## src/rtl/sarrd_pkg.sv

```systemverilog
// Shared constants for the serial readout of the converter.
package sarrd_pkg;
	localparam int unsigned RES_BITS      = 12;
	localparam int unsigned CNT_W         = 5;
	// Falling shift-clock edges counted from select falling.
	localparam logic [4:0]  EDGE_NULL     = 5'h02;
	localparam logic [4:0]  EDGE_MSB_LAST = 5'h0e;
	localparam logic [4:0]  EDGE_LSB_LAST = 5'h19;
	localparam logic [4:0]  EDGE_TRI      = 5'h1a;
	// Sampling phase end in falling edges, 1.5 clocks rounded to the edge after.
	localparam logic [4:0]  EDGE_HOLD     = 5'h02;
	localparam logic [11:0] CODE_POS_FS   = 12'h7ff;
	localparam logic [11:0] CODE_NEG_FS   = 12'h800;
	localparam logic [11:0] CODE_ZERO     = 12'h000;
	localparam logic [11:0] CODE_MINUS1   = 12'hfff;
	localparam int unsigned CLK_HZ        = 10000000;
	localparam int unsigned SCLK_MAX_HZ   = 3200000;
	localparam int unsigned SCLK_MIN_HZ   = 10000;
	localparam int unsigned CLKS_PER_CONV = 16;
endpackage

```

## src/rtl/sarrd_sync_if.sv

```systemverilog
// Synchronised select level and select and shift-clock edge pulses passed from the synchroniser to the sequencer.
`timescale 1ns/1ps
interface sarrd_sync_if;
	logic sclk_fall;
	logic sel_fall;
	logic sel_high;
	modport src (output sclk_fall, output sel_fall, output sel_high);
	modport dst (input sclk_fall, input sel_fall, input sel_high);
endinterface

```

## src/rtl/sarrd_top.sv

```systemverilog
// Conversion and serial readout sequencer of the 12-bit differential converter.
`timescale 1ns/1ps
module sarrd_top
	import sarrd_pkg::*;
(
	// Clock and reset.
	input  wire logic        clk,
	input  wire logic        rst_n,
	// Serial link.
	input  wire logic        sel_n,
	input  wire logic        serial_shift_clock,
	output logic             dout_o,
	output logic             dout_oe,
	// Analog front end.
	input  wire logic        cmp_in,
	output logic             sample_en,
	output logic [11:0]      dac_code,
	output logic             conv_done,
	output logic [11:0]      result
);
	typedef enum logic [1:0] {ST_IDLE, ST_RUN, ST_DONE} sarrd_state_t;

	typedef struct packed {
		sarrd_state_t st;
		logic [4:0]   edges;
		logic [11:0]  sar;
		logic [11:0]  trial;
		logic [11:0]  res;
		logic         dout;
		logic         oe;
		logic         samp;
		logic         done;
		logic [1:0]   cmp_meta;
	} sarrd_st_t;

	sarrd_st_t s_r;
	sarrd_st_t s_nxt;

	sarrd_sync_if sy ();

	sarrd_sync u_sync (
		.clk       (clk),
		.rst_n     (rst_n),
		.sel_n_pin (sel_n),
		.sclk_pin  (serial_shift_clock),
		.sy        (sy)
	);

	// Index of the bit decided at a given falling edge, MSB first.
	function automatic logic [3:0] msb_idx(input logic [4:0] e);
		logic [4:0] d;
		d = EDGE_MSB_LAST - e;
		msb_idx = d[3:0];
	endfunction

	// Trial bit weight as a one-hot mask.
	function automatic logic [11:0] weight(input logic [3:0] i);
		weight = 12'h001 << i;
	endfunction

	logic [11:0] cur;
	logic [3:0]  bi;
	logic [4:0]  ne;

	always_comb
	begin
		s_nxt          = s_r;
		cur            = 12'h000;
		bi             = 4'h0;
		ne             = 5'h00;
		s_nxt.cmp_meta = {s_r.cmp_meta[0], cmp_in};
		s_nxt.done     = 1'b0;
		case (s_r.st)
			ST_IDLE:
			begin
				s_nxt.oe   = 1'b0;
				s_nxt.dout = 1'b0;
				if (sy.sel_fall)
				begin
					s_nxt.st    = ST_RUN;
					s_nxt.edges = 5'h00;
					s_nxt.samp  = 1'b1;
					s_nxt.sar   = 12'h000;
					s_nxt.trial = 12'h000;
				end
			end
			ST_RUN:
			begin
				if (sy.sel_high)
				begin
					// Early end of the cycle by the controller.
					s_nxt.st   = ST_IDLE;
					s_nxt.oe   = 1'b0;
					s_nxt.samp = 1'b0;
				end
				else if (sy.sclk_fall)
				begin
					ne          = s_r.edges + 5'h01;
					s_nxt.edges = ne;
					if (ne == EDGE_HOLD)
						s_nxt.samp = 1'b0;
					if (ne == EDGE_NULL)
					begin
						s_nxt.oe   = 1'b1;
						s_nxt.dout = 1'b0;
					end
					else if (ne > EDGE_NULL && ne <= EDGE_MSB_LAST)
					begin
						// Each falling edge decides one bit of the running conversion.
						bi          = msb_idx(ne);
						cur         = s_r.sar | weight(bi);
						// Sign bit is inverted so that the code is two's complement.
						if (bi == 4'(RES_BITS - 1))
							s_nxt.sar = cur ^ (s_r.cmp_meta[1] ? weight(bi) : 12'h000);
						else
							s_nxt.sar = s_r.cmp_meta[1] ? cur : s_r.sar;
						s_nxt.dout = s_nxt.sar[bi];
						if (ne == EDGE_MSB_LAST)
						begin
							s_nxt.res  = s_nxt.sar;
							s_nxt.done = 1'b1;
						end
					end
					else if (ne > EDGE_MSB_LAST && ne <= EDGE_LSB_LAST)
					begin
						bi         = 4'(ne - EDGE_MSB_LAST);
						s_nxt.dout = s_r.res[bi];
					end
					else if (ne >= EDGE_TRI)
					begin
						s_nxt.oe    = 1'b0;
						s_nxt.dout  = 1'b0;
						s_nxt.st    = ST_DONE;
					end
				end
				s_nxt.trial = (s_nxt.edges > EDGE_NULL && s_nxt.edges < EDGE_MSB_LAST)
					? (s_nxt.sar | weight(msb_idx(s_nxt.edges + 5'h01))) : s_nxt.sar;
			end
			ST_DONE:
			begin
				s_nxt.oe = 1'b0;
				if (sy.sel_high)
					s_nxt.st = ST_IDLE;
			end
			default:
				s_nxt.st = ST_IDLE;
		endcase
	end

	always_ff @(posedge clk or negedge rst_n)
	begin
		if (!rst_n)
			s_r <= '{st: ST_IDLE, edges: 5'h00, sar: 12'h000, trial: 12'h000, res: 12'h000,
				dout: 1'b0, oe: 1'b0, samp: 1'b0, done: 1'b0, cmp_meta: 2'h0};
		else
			s_r <= s_nxt;
	end

	assign dout_o    = s_r.dout;
	assign dout_oe   = s_r.oe;
	assign sample_en = s_r.samp;
	assign dac_code  = s_r.trial;
	assign conv_done = s_r.done;
	assign result    = s_r.res;

	property p_null_bit;
		@(posedge clk) disable iff (!rst_n)
		(s_r.st == ST_RUN && sy.sclk_fall && !sy.sel_high && s_r.edges == 5'h01) |=> (dout_oe && !dout_o);
	endproperty
	a_null_bit: assert property (p_null_bit) else $error("null bit not driven low");

	property p_tri_after;
		@(posedge clk) disable iff (!rst_n)
		(s_r.st == ST_DONE) |-> !dout_oe;
	endproperty
	a_tri_after: assert property (p_tri_after) else $error("output driven after readout");

	property p_idle_quiet;
		@(posedge clk) disable iff (!rst_n)
		dout_oe |-> (s_r.st == ST_RUN && s_r.edges >= EDGE_NULL && s_r.edges <= EDGE_LSB_LAST);
	endproperty
	a_idle_quiet: assert property (p_idle_quiet) else $error("output enabled outside the readout");

	property p_sample_start;
		@(posedge clk) disable iff (!rst_n)
		(s_r.st == ST_IDLE && sy.sel_fall) |=> sample_en;
	endproperty
	a_sample_start: assert property (p_sample_start) else $error("sampling not started");

	property p_hold;
		@(posedge clk) disable iff (!rst_n)
		(s_r.st == ST_RUN && s_r.edges >= EDGE_HOLD) |-> !sample_en;
	endproperty
	a_hold: assert property (p_hold) else $error("inputs not isolated");

	property p_lsb_repeat;
		@(posedge clk) disable iff (!rst_n)
		(s_r.st == ST_RUN && !sy.sel_high && sy.sclk_fall && s_r.edges == EDGE_MSB_LAST)
			|=> (dout_o == s_r.res[1]);
	endproperty
	a_lsb_repeat: assert property (p_lsb_repeat) else $error("LSB-first repeat wrong");

	property p_msb_repeat;
		@(posedge clk) disable iff (!rst_n)
		(s_r.st == ST_RUN && s_r.edges == EDGE_LSB_LAST && dout_oe) |-> (dout_o == s_r.res[11]);
	endproperty
	a_msb_repeat: assert property (p_msb_repeat) else $error("MSB not repeated last");

	property p_msb_first;
		@(posedge clk) disable iff (!rst_n)
		(s_r.st == ST_RUN && s_r.edges > EDGE_NULL && s_r.edges <= EDGE_MSB_LAST)
			|-> (dout_o == s_r.sar[msb_idx(s_r.edges)]);
	endproperty
	a_msb_first: assert property (p_msb_first) else $error("MSB-first bit mismatch");

	property p_done_result;
		@(posedge clk) disable iff (!rst_n)
		conv_done |-> (result == s_r.sar && dout_o == result[0]);
	endproperty
	a_done_result: assert property (p_done_result) else $error("result not the current conversion");
endmodule

```

## src/rtl/sarrd_sync.sv

```systemverilog
// Two-stage synchroniser and edge finder for select and shift clock.
`timescale 1ns/1ps
module sarrd_sync
	import sarrd_pkg::*;
(
	// Clock and reset.
	input  wire logic clk,
	input  wire logic rst_n,
	// Pins.
	input  wire logic sel_n_pin,
	input  wire logic sclk_pin,
	// Synchronised levels and edges.
	sarrd_sync_if.src sy
);
	typedef struct packed {
		logic [1:0] sel_meta;
		logic [1:0] sclk_meta;
		logic       sel_d;
		logic       sclk_d;
	} sarrd_sync_st_t;

	sarrd_sync_st_t s_r;
	sarrd_sync_st_t s_nxt;

	always_comb
	begin
		s_nxt           = s_r;
		s_nxt.sel_meta  = {s_r.sel_meta[0], sel_n_pin};
		s_nxt.sclk_meta = {s_r.sclk_meta[0], sclk_pin};
		s_nxt.sel_d     = s_r.sel_meta[1];
		s_nxt.sclk_d    = s_r.sclk_meta[1];
	end

	always_ff @(posedge clk or negedge rst_n)
	begin
		if (!rst_n)
			s_r <= '{sel_meta: 2'h3, sclk_meta: 2'h0, sel_d: 1'b1, sclk_d: 1'b0};
		else
			s_r <= s_nxt;
	end

	assign sy.sel_high  = s_r.sel_meta[1];
	assign sy.sclk_fall = s_r.sclk_d & ~s_r.sclk_meta[1];
	assign sy.sel_fall  = s_r.sel_d & ~s_r.sel_meta[1];
endmodule

```

## config.mk

```make
export PLATFORM = sky130hd
export DESIGN_NAME = sarrd_top
export DESIGN_NICKNAME = d
export VERILOG_FILES = /design/src/rtl/sarrd_pkg.sv /design/src/rtl/sarrd_sync_if.sv /design/src/rtl/sarrd_top.sv /design/src/rtl/sarrd_sync.sv
export SDC_FILE = /design/constraint.sdc
export NUM_CORES = 1
export LEC_CHECK = 0
export ABC_AREA = 0
export BUFFER_PORTS_ARGS = -buffer_cell sky130_fd_sc_hd__buf_2
export CORE_MARGIN = 2
export CORE_UTILIZATION = 50
export DETAILED_ROUTE_END_ITERATION = 8
export HOLD_SLACK_MARGIN = 0.08
export PLACE_DENSITY = 0.69
export SYNTH_ARGS = -nofsm -noshare
export SYNTH_HDL_FRONTEND = slang
export SYNTH_SLANG_ARGS = --single-unit
```

## constraint.sdc

```tcl
create_clock -name clk -period 9.6 [get_ports clk]
set_input_delay 0.48 -clock clk [delete_from_list [all_inputs] [get_ports clk]]
set_output_delay 0.48 -clock clk [all_outputs]
set_load 0.1 [all_outputs]
```

==> results of run 1 <==
stage by stage:
| stage | area, sq um | power [mW] | std cells | hold slack, ns | setup slack (ns) |
|---|---|---|---|---|---|
| 4_1_cts | 3810 | 0.544 | 497 | 0.240 | 5.29 |
| 3_3_place_gp | 3720 | 0.405 | 489 | 0.332 | 5.50 |
| 6_report | 3810 | 0.544 | 497 | 0.249 | 5.21 |
| 2_1_floorplan | 3720 | 0.372 | 407 | 0.184 | 6.50 |
| 3_5_place_dp | 3720 | 0.408 | 489 | 0.336 | 5.31 |
| 5_1_grt | 3810 | 0.573 | 497 | 0.238 | 4.79 |
metal layers:
layer / GRT usage / vias up / wire, um / share of wire
met4: 0.0654 / 0 / 125 / 0.014
met3: 0.0377 / 12 / 607 / 0.068
met2: 0.326 / 114 / 3900 / 0.44
met1: 0.351 / 1480 / 4280 / 0.48
met5: 0 / - / 0 / 0
li1: - / 1444 / - / -
Yosys cell counts, drive strengths merged (3+ instances only):
| cell | number |
|---|---|
| dfrtp | 52 |
| nand2 | 52 |
| o21ai | 36 |
| buf | 35 |
| a21oi | 23 |
| clkbuf | 18 |
| nor2 | 16 |
| ha | 14 |
| a31oi | 12 |
| inv | 11 |
| nand3 | 9 |
| o221ai | 9 |
| nand2b | 8 |
| a21o | 7 |
| o211ai | 7 |
| o31ai | 7 |
| nor3 | 6 |
| xnor2 | 6 |
| a211oi | 5 |
| a22oi | 5 |
| mux2i | 5 |
| nand4 | 4 |
| nor4 | 4 |
| or4 | 4 |
| xor2 | 4 |
| dfstp | 3 |
| mux4 | 3 |
| nor3b | 3 |
| o21a | 3 |
| o2bb2ai | 3 |
state kept, by name, summed over array words and instances (netlist names):
name,count
u_sync.s_nxt,3
result,12
dout_oe,1
s_nxt,1
dac_code,12
s_r,20
conv_done,1
u_sync.s_r,2
dout_o,1
sample_en,1
u_sync.sy.sel_high,1
kinds of logic after synthesis:
group                      Yosys count
adders and majority gates           14
AOI/OAI and AO/OA                  136
muxes                               10
buffers and inverters               64
DFF                                 55
xor gates and xnor gates            10
and+or+nand+nor                    118
final cells by class:
cell class | instances | share of cell area
multi-input cells | 288 | 0.520
flip-flops and latches | 55 | 0.362
well taps | 99 | 0.0325
clock buffers | 5 | 0.0181
repair buffers | 36 | 0.0499
clock inverters | 3 | 0.00624
inverters | 11 | 0.0108
critical path: stages (launching register included):
cell      delay, ns
dfrtp_1        0.93
inv_1          0.41
ha_1           0.79
inv_1          0.17
ha_1           0.27
a21oi_1        0.18
o221a_1        0.63
nor4b_1        0.36
mux2i_1        0.30
o221ai_1       0.16
worst min path at each step:
| stage | endpoint | slack, ns | cells after the start |
|---|---|---|---|
| global route | u_sync.s_nxt[5]$_DFF_PN1_ | 0.24 | 1 |
| floorplan | conv_done$_DFF_PN0_ | 0.18 | 0 |
| finish | u_sync.s_nxt[5]$_DFF_PN1_ | 0.25 | 1 |
| CTS | u_sync.s_nxt[5]$_DFF_PN1_ | 0.24 | 1 |
| global placement | u_sync.s_nxt[0]$_DFF_PN0_ | 0.33 | 0 |
| detailed placement | u_sync.s_nxt[0]$_DFF_PN0_ | 0.34 | 0 |
power groups by stage:
stage	sequential, mW	clock (mW)	combinational, mW
2_1_floorplan	0.259	0	0.113
3_3_place_gp	0.257	0	0.149
3_5_place_dp	0.257	0	0.151
4_1_cts	0.253	0.140	0.151
5_1_grt	0.255	0.149	0.169
6_report	0.253	0.138	0.153
==> flow_metrics.tcl, run 1 <==
set metrics [dict create \
    status "complete, no violations" \
    regToRegStartpoint "s_r[42]$_DFFE_PN0P_" \
    synth_top_family_by_area "compound AO/OA/AOI/OAI gates" \
    critPathMaxFanout 27 \
    drt-initial-drc-count 388 \
    critPathArrivalTime_ns 4.54 \
    synth_top_cell_area_share 0.350 \
    chipHeight_um 90.2 \
    synth-edff-count 0 \
    cp_data_required_time_ns 9.75 \
    synthMuxAreaShare 0.0377 \
    vias 3050 \
    grt_pass1_wl_mm 14.9 \
    mostFrequentLayoutCell "dfrtp_1" \
    clock_latency_ns 0.32 \
    timing.critical_path.from "s_r[42]$_DFFE_PN0P_" \
    powerDensity_mw_per_mm2 143 \
    die-area_sq_mm 0.00814 \
    grt.overflow.total 0 \
    fmax_mhz 228 \
    yosys.area_share.simple 0.162 \
    hold_start "sel_n" \
    grt_pass1_vias 2790 \
    die_x_um 90.2 \
    antenna_left 0 \
    ctsHoldBuffers 0 \
    synth_cell_types 70 \
    tightest_slew_ns 1.01 \
    cts-resized-gates 0 \
    synth_compound_area_frac 0.261 \
    synth_nets 426 \
    internal_power_mw 0.338 \
    r2r_slack_ns 5.21 \
    antenna_found_initial 0 \
    num_antenna_cells 0 \
    finalClockSkew_ns 0.0102 \
    setup_viol 0 \
    r2r-end "dac_code[11]$_DFFE_PN0P_" \
    multi_input_area_sq_mm 0.00198 \
    rr_worst_depth 9 \
    clk_path_buf_depth 2 \
    yosysSeqAreaShare 0.371 \
    start_util 0.515 \
    syn_area_per_cell_sq_um 9.13 \
    pwr-share-clk 0.253 \
    p_switching_mw 0.206 \
    synth_ff_type "dfrtp_1" \
    drv_cap 0 \
    synth_xor_area_frac 0.0256 \
    swShare 0.379 \
    period_minus_slack_ns 4.39 \
    syn_inst 407 \
    post-dp-hpwl_mm 6.29 \
    dr.pass1.iters 5 \
    nNetsFinal 416 \
    io_buffers 32 \
    htreeDepth 2 \
    cts_setup_buffers 0 \
    yosysWarningCount 0 \
    synth-async-reset-ratio 1.00 \
    cts_buffers 5 \
    fill_cells 677 \
    relSlewSlack 0.324 \
    utilization 0.528 \
    coreArea_sq_mm 0.00721 \
    synth-adder-area-share 0.0471 \
    yosys-top-cells-area "dfrtp_1 35%, nand2_1 5.1%, buf_4 5.0%" \
    grt_max_degree 56 \
    path_clk_slew_ns 0.11 \
    hold_viol 0 \
    pwr-share-comb 0.282 \
    timing.final.crit_share 0.457 \
    ioPinCount 33 \
    cts_tree "done" \
    critical_path_class "reg -> reg" \
    fin_setup_tns_ns 0 \
    slew_violations 0 \
    final_cell_mix "52 x dfrtp_1, 51 x nand2_1, 32 x buf_2, 22 x a21oi_1, 20 x o21ai_0" \
    drive_above_1_share 0.176 \
    worstSetupEndpointType "flip-flop" \
    crit_path_start_kind "flip-flop" \
    grt_usage 0.227 \
    peakVddDrop_uv 78.6 \
    rows 31 \
    seq_area_sq_mm 0.00138 \
    hold_class "in -> reg" \
    wl_per_cell_um 17.9 \
    seq_power_share 0.465 \
    ctsRootBufferMaster "clkbuf_8" \
    synth.cell_area_sq_mm 0.00372 \
    endpoint "dac_code[11]$_DFFE_PN0P_" \
    drcViolationCount 0 \
    place.gp.congestion 0.947 \
    cts_sinks 55 \
    post_drt_via_cell_ratio 6.14 \
    ys_ff_latch 55 \
    p_leak_nw 1.60 \
    yosys.area.top_type "dfrtp_1" \
    rsz0062_at_grt "false" \
    routed_wl_mm 8.91 \
    syn_to_final_growth_pct 2.49 \
]
(Power assumes the default switching activity.)
==> run 2: changes to the inputs <==
--- a/config.mk
+++ b/config.mk
@@ -5,13 +5,13 @@
 export SDC_FILE = /design/constraint.sdc
 export NUM_CORES = 1
 export LEC_CHECK = 0
-export ABC_AREA = 0
+export ABC_AREA = 1
 export BUFFER_PORTS_ARGS = -buffer_cell sky130_fd_sc_hd__buf_2
 export CORE_MARGIN = 2
 export CORE_UTILIZATION = 50
 export DETAILED_ROUTE_END_ITERATION = 8
 export HOLD_SLACK_MARGIN = 0.08
-export PLACE_DENSITY = 0.69
+export PLACE_DENSITY = 0.72
 export SYNTH_ARGS = -nofsm -noshare
 export SYNTH_HDL_FRONTEND = slang
 export SYNTH_SLANG_ARGS = --single-unit
==> constraint.sdc (replaced) <==
create_clock -name clk -period 3.75 [get_ports clk]
set_input_delay 0.1875 -clock clk [delete_from_list [all_inputs] [get_ports clk]]
set_output_delay 0.1875 -clock clk [all_outputs]
set_load 0.1 [all_outputs]
==> run 2 against run 1 <==
Effect of this change:
- critical path depth up 12
- wire length shrank 2.7%
- die area fell by 4.4%
- global-route usage rose by 1.2 points
- utilization up 2.4 points
- sequential power grew to 3.0 times the previous value
- design area is 1.1% lower
- synthesized cell count up 15%
- clock power rose to 2.6 times the previous value
- area after synthesis shrank 4.6%
- critical path type unchanged
- combinational power increased to 11 times the previous value
- worst hold slack better by 0.10 ns
==> flow_metrics.tcl, run 2 <==
set metrics [dict create \
    synth-adder-area-share 0.0494 \
    vias 3196 \
    cp_data_required_time_ns 3.96 \
    synth-edff-count 0 \
    yosys-top-cells-area "dfrtp_1 37%, nand2_1 12%, nand3_1 7.8%" \
    synth_nets 489 \
    syn_area_per_cell_sq_um 7.55 \
    clk_path_buf_depth 2 \
    htreeDepth 2 \
    ys_ff_latch 55 \
    fin_setup_tns_ns 0 \
    grt.overflow.total 0 \
    yosysSeqAreaShare 0.389 \
    critPathArrivalTime_ns 3.44 \
    chipHeight_um 88.2 \
    regMostFlops "s_r" \
    synthTopCellsByCount "111 x nand2_1, 55 x inv_1, 55 x nand3_1" \
    rsz0062_at_grt "false" \
    synth_ff_type "dfrtp_1" \
    die_x_um 88.2 \
    timing.final.crit_share 0.860 \
    grt_max_degree 56 \
    slew_violations 0 \
    grt_usage 0.240 \
    final_cell_mix "111 x nand2_1, 55 x inv_1, 55 x nand3_1, 52 x dfrtp_1, 32 x buf_2" \
    ioPinCount 33 \
    wl_per_cell_um 14.9 \
    worst_slack_ns 0.525 \
    synth-async-reset-ratio 1.00 \
    dp_slack_ns 0.628 \
    utilization 0.552 \
    p_leak_nw 1.99 \
    io_buffers 32 \
    hold_class "reg -> reg" \
    finalClockSkew_ns 0.0115 \
    yosysWarningCount 0 \
    critical_path_class "reg -> reg" \
    cts_sinks 55 \
    clock_latency_ns 0.32 \
    num_antenna_cells 0 \
    antenna_found_initial 0 \
    synth_top_cell_area_share 0.367 \
    routed_wl_mm 8.68 \
    fmax_mhz 310 \
    hold_viol 0 \
    synth.cell_area_sq_mm 0.00355 \
    synth_compound_area_frac 0.141 \
    drive_above_1_share 0.177 \
    synth_xor_area_frac 0.00741 \
    synthMuxAreaShare 0 \
    mostFrequentLayoutCell "nand2_1" \
    largest_reg_flops 20 \
    cts_buffers 5 \
    nNetsFinal 504 \
    worstSetupEndpointType "flip-flop" \
    dr.pass1.iters 5 \
    start_util 0.519 \
    die-area_sq_mm 0.00778 \
    syn_to_final_growth_pct 6.24 \
    drcViolationCount 0 \
    power_mw 2.81 \
    rows 30 \
    grt_pass1_vias 2974 \
    post_drt_via_cell_ratio 5.49 \
    drv_cap 0 \
    yosys.area_share.simple 0.283 \
    peakVddDrop_uv 399 \
    critPathMaxFanout 10 \
    setup_viol 0 \
    fin_hold_ws_ns 0.354 \
    crit_path_start_kind "flip-flop" \
    drt-initial-drc-count 266 \
    place.gp.congestion 0.979 \
    synth_cell_types 34 \
    post-dp-hpwl_mm 6.45 \
    ctsRootBufferMaster "clkbuf_8" \
    coreArea_sq_mm 0.00683 \
    cts-resized-gates 0 \
    antenna_left 0 \
    relSlewSlack 0.543 \
    status "complete, no violations" \
    path_clk_slew_ns 0.10 \
    cts_tree "done" \
    grt_pass1_wl_mm 14.4 \
    synth.most_common_cell "nand2_1" \
    tightest_slew_ns 0.686 \
    powerDensity_mw_per_mm2 745 \
    syn_inst 470 \
    yosys.area.top_type "dfrtp_1" \
    period_minus_slack_ns 3.22 \
    synth_top_family_by_area "simple AND/OR/NAND/NOR gates" \
]
==> run 2: changes by cell type in the layout (fill, tap and decap cells not counted), sizes merged, moves of 7 or more <==
| cell | before | now |
|---|---|---|
| o221ai | 9 | 0 |
| nand3 | 9 | 56 |
| nand2 | 52 | 117 |
| nand2b | 8 | 0 |
| nor2 | 16 | 41 |
| inv | 12 | 59 |
| a21o | 7 | 0 |
| o21ai | 36 | 44 |
| a31oi | 12 | 0 |
==> run 2: cell families after synthesis <==
logic type               after synthesis
adder cells (fa/ha/maj)               14
AND/OR/NAND/NOR                      224
buffers and inverters                 93
AO/OA/AOI/OAI                         81
XOR/XNOR                               3
flip-flops                            55
==> run 2: worst paths after layout <==
kind	slack (ns)	from	end	depth (start not counted)
worst max-delay path	0.53	s_r[42]$_DFFE_PN0P_	dout_o$_DFFE_PN0P_	21
worst min-delay path	0.35	s_nxt[1]$_DFF_PN0_	s_r[1]$_DFF_PN0_	0
worst max register to register	0.53	s_r[42]$_DFFE_PN0P_	dout_o$_DFFE_PN0P_	21
worst min register to register	0.35	s_nxt[1]$_DFF_PN0_	s_r[1]$_DFF_PN0_	0
max in group asynchronous	2.77	rst_n	result[8]$_DFFE_PN0P_	3
min in group asynchronous	0.51	rst_n	dout_oe$_DFFE_PN0P_	3
==> run 2: metrics by stage <==
stage,std cells,cell area [sq um]
2_1_floorplan,470,3550
3_3_place_gp,570,3630
3_5_place_dp,570,3630
4_1_cts,582,3770
5_1_grt,582,3770
6_report,582,3770
==> run 2: area by class of cell <==
class                      count  area, sq um
fill                         700         3060
multi-input combinational    322         1700
sequential                    55         1380
timing repair buffer          42          245
inverter                      59          224
tap                           96          120
clock buffer                   6         82.6
clock inverter                 2         13.8
==> run 2: routing by layer <==
metal | wire length [um] | GRT usage | up-vias
li1 | - | - | 1530
met1 | 3830 | 0.329 | 1514
met2 | 4070 | 0.389 | 136
met3 | 649 | 0.0429 | 16
met4 | 126 | 0.0730 | 0
met5 | 0 | 0 | -
==> run 2: report_power, final <==
group          leakage, nW  internal [mW]  total, mW  switching [mW]
Sequential           0.738          0.681      0.760          0.0783
Combinational         1.20          0.444       1.69            1.24
Clock               0.0516          0.152      0.359           0.207
Total                 1.99           1.28       2.81            1.53
==> run 2: timing repair <==
item | in CTS | in global routing
setup buffers | 0 | 0
hold buffers | 4 | 0
hold endpoints to repair | 55 | 0
==> run 2: critical path, stage by stage (launching register included) <==
cell and delay [ns]:
dfrtp_1 0.54, ha_1 0.25, inv_1 0.05, nand2_1 0.12, nand2_2 0.15, inv_1 0.19, ha_1 0.22, nand2_1 0.06
nand2_1 0.11, inv_1 0.07, nand3_1 0.08, nand2_1 0.23, nor2_1 0.25, nand3_1 0.11, nand2_1 0.22, nand2_1 0.08
nand3_1 0.08, nand2_1 0.05, nand2_1 0.09, nand2_1 0.06, nand2_1 0.06, nand2_1 0.04
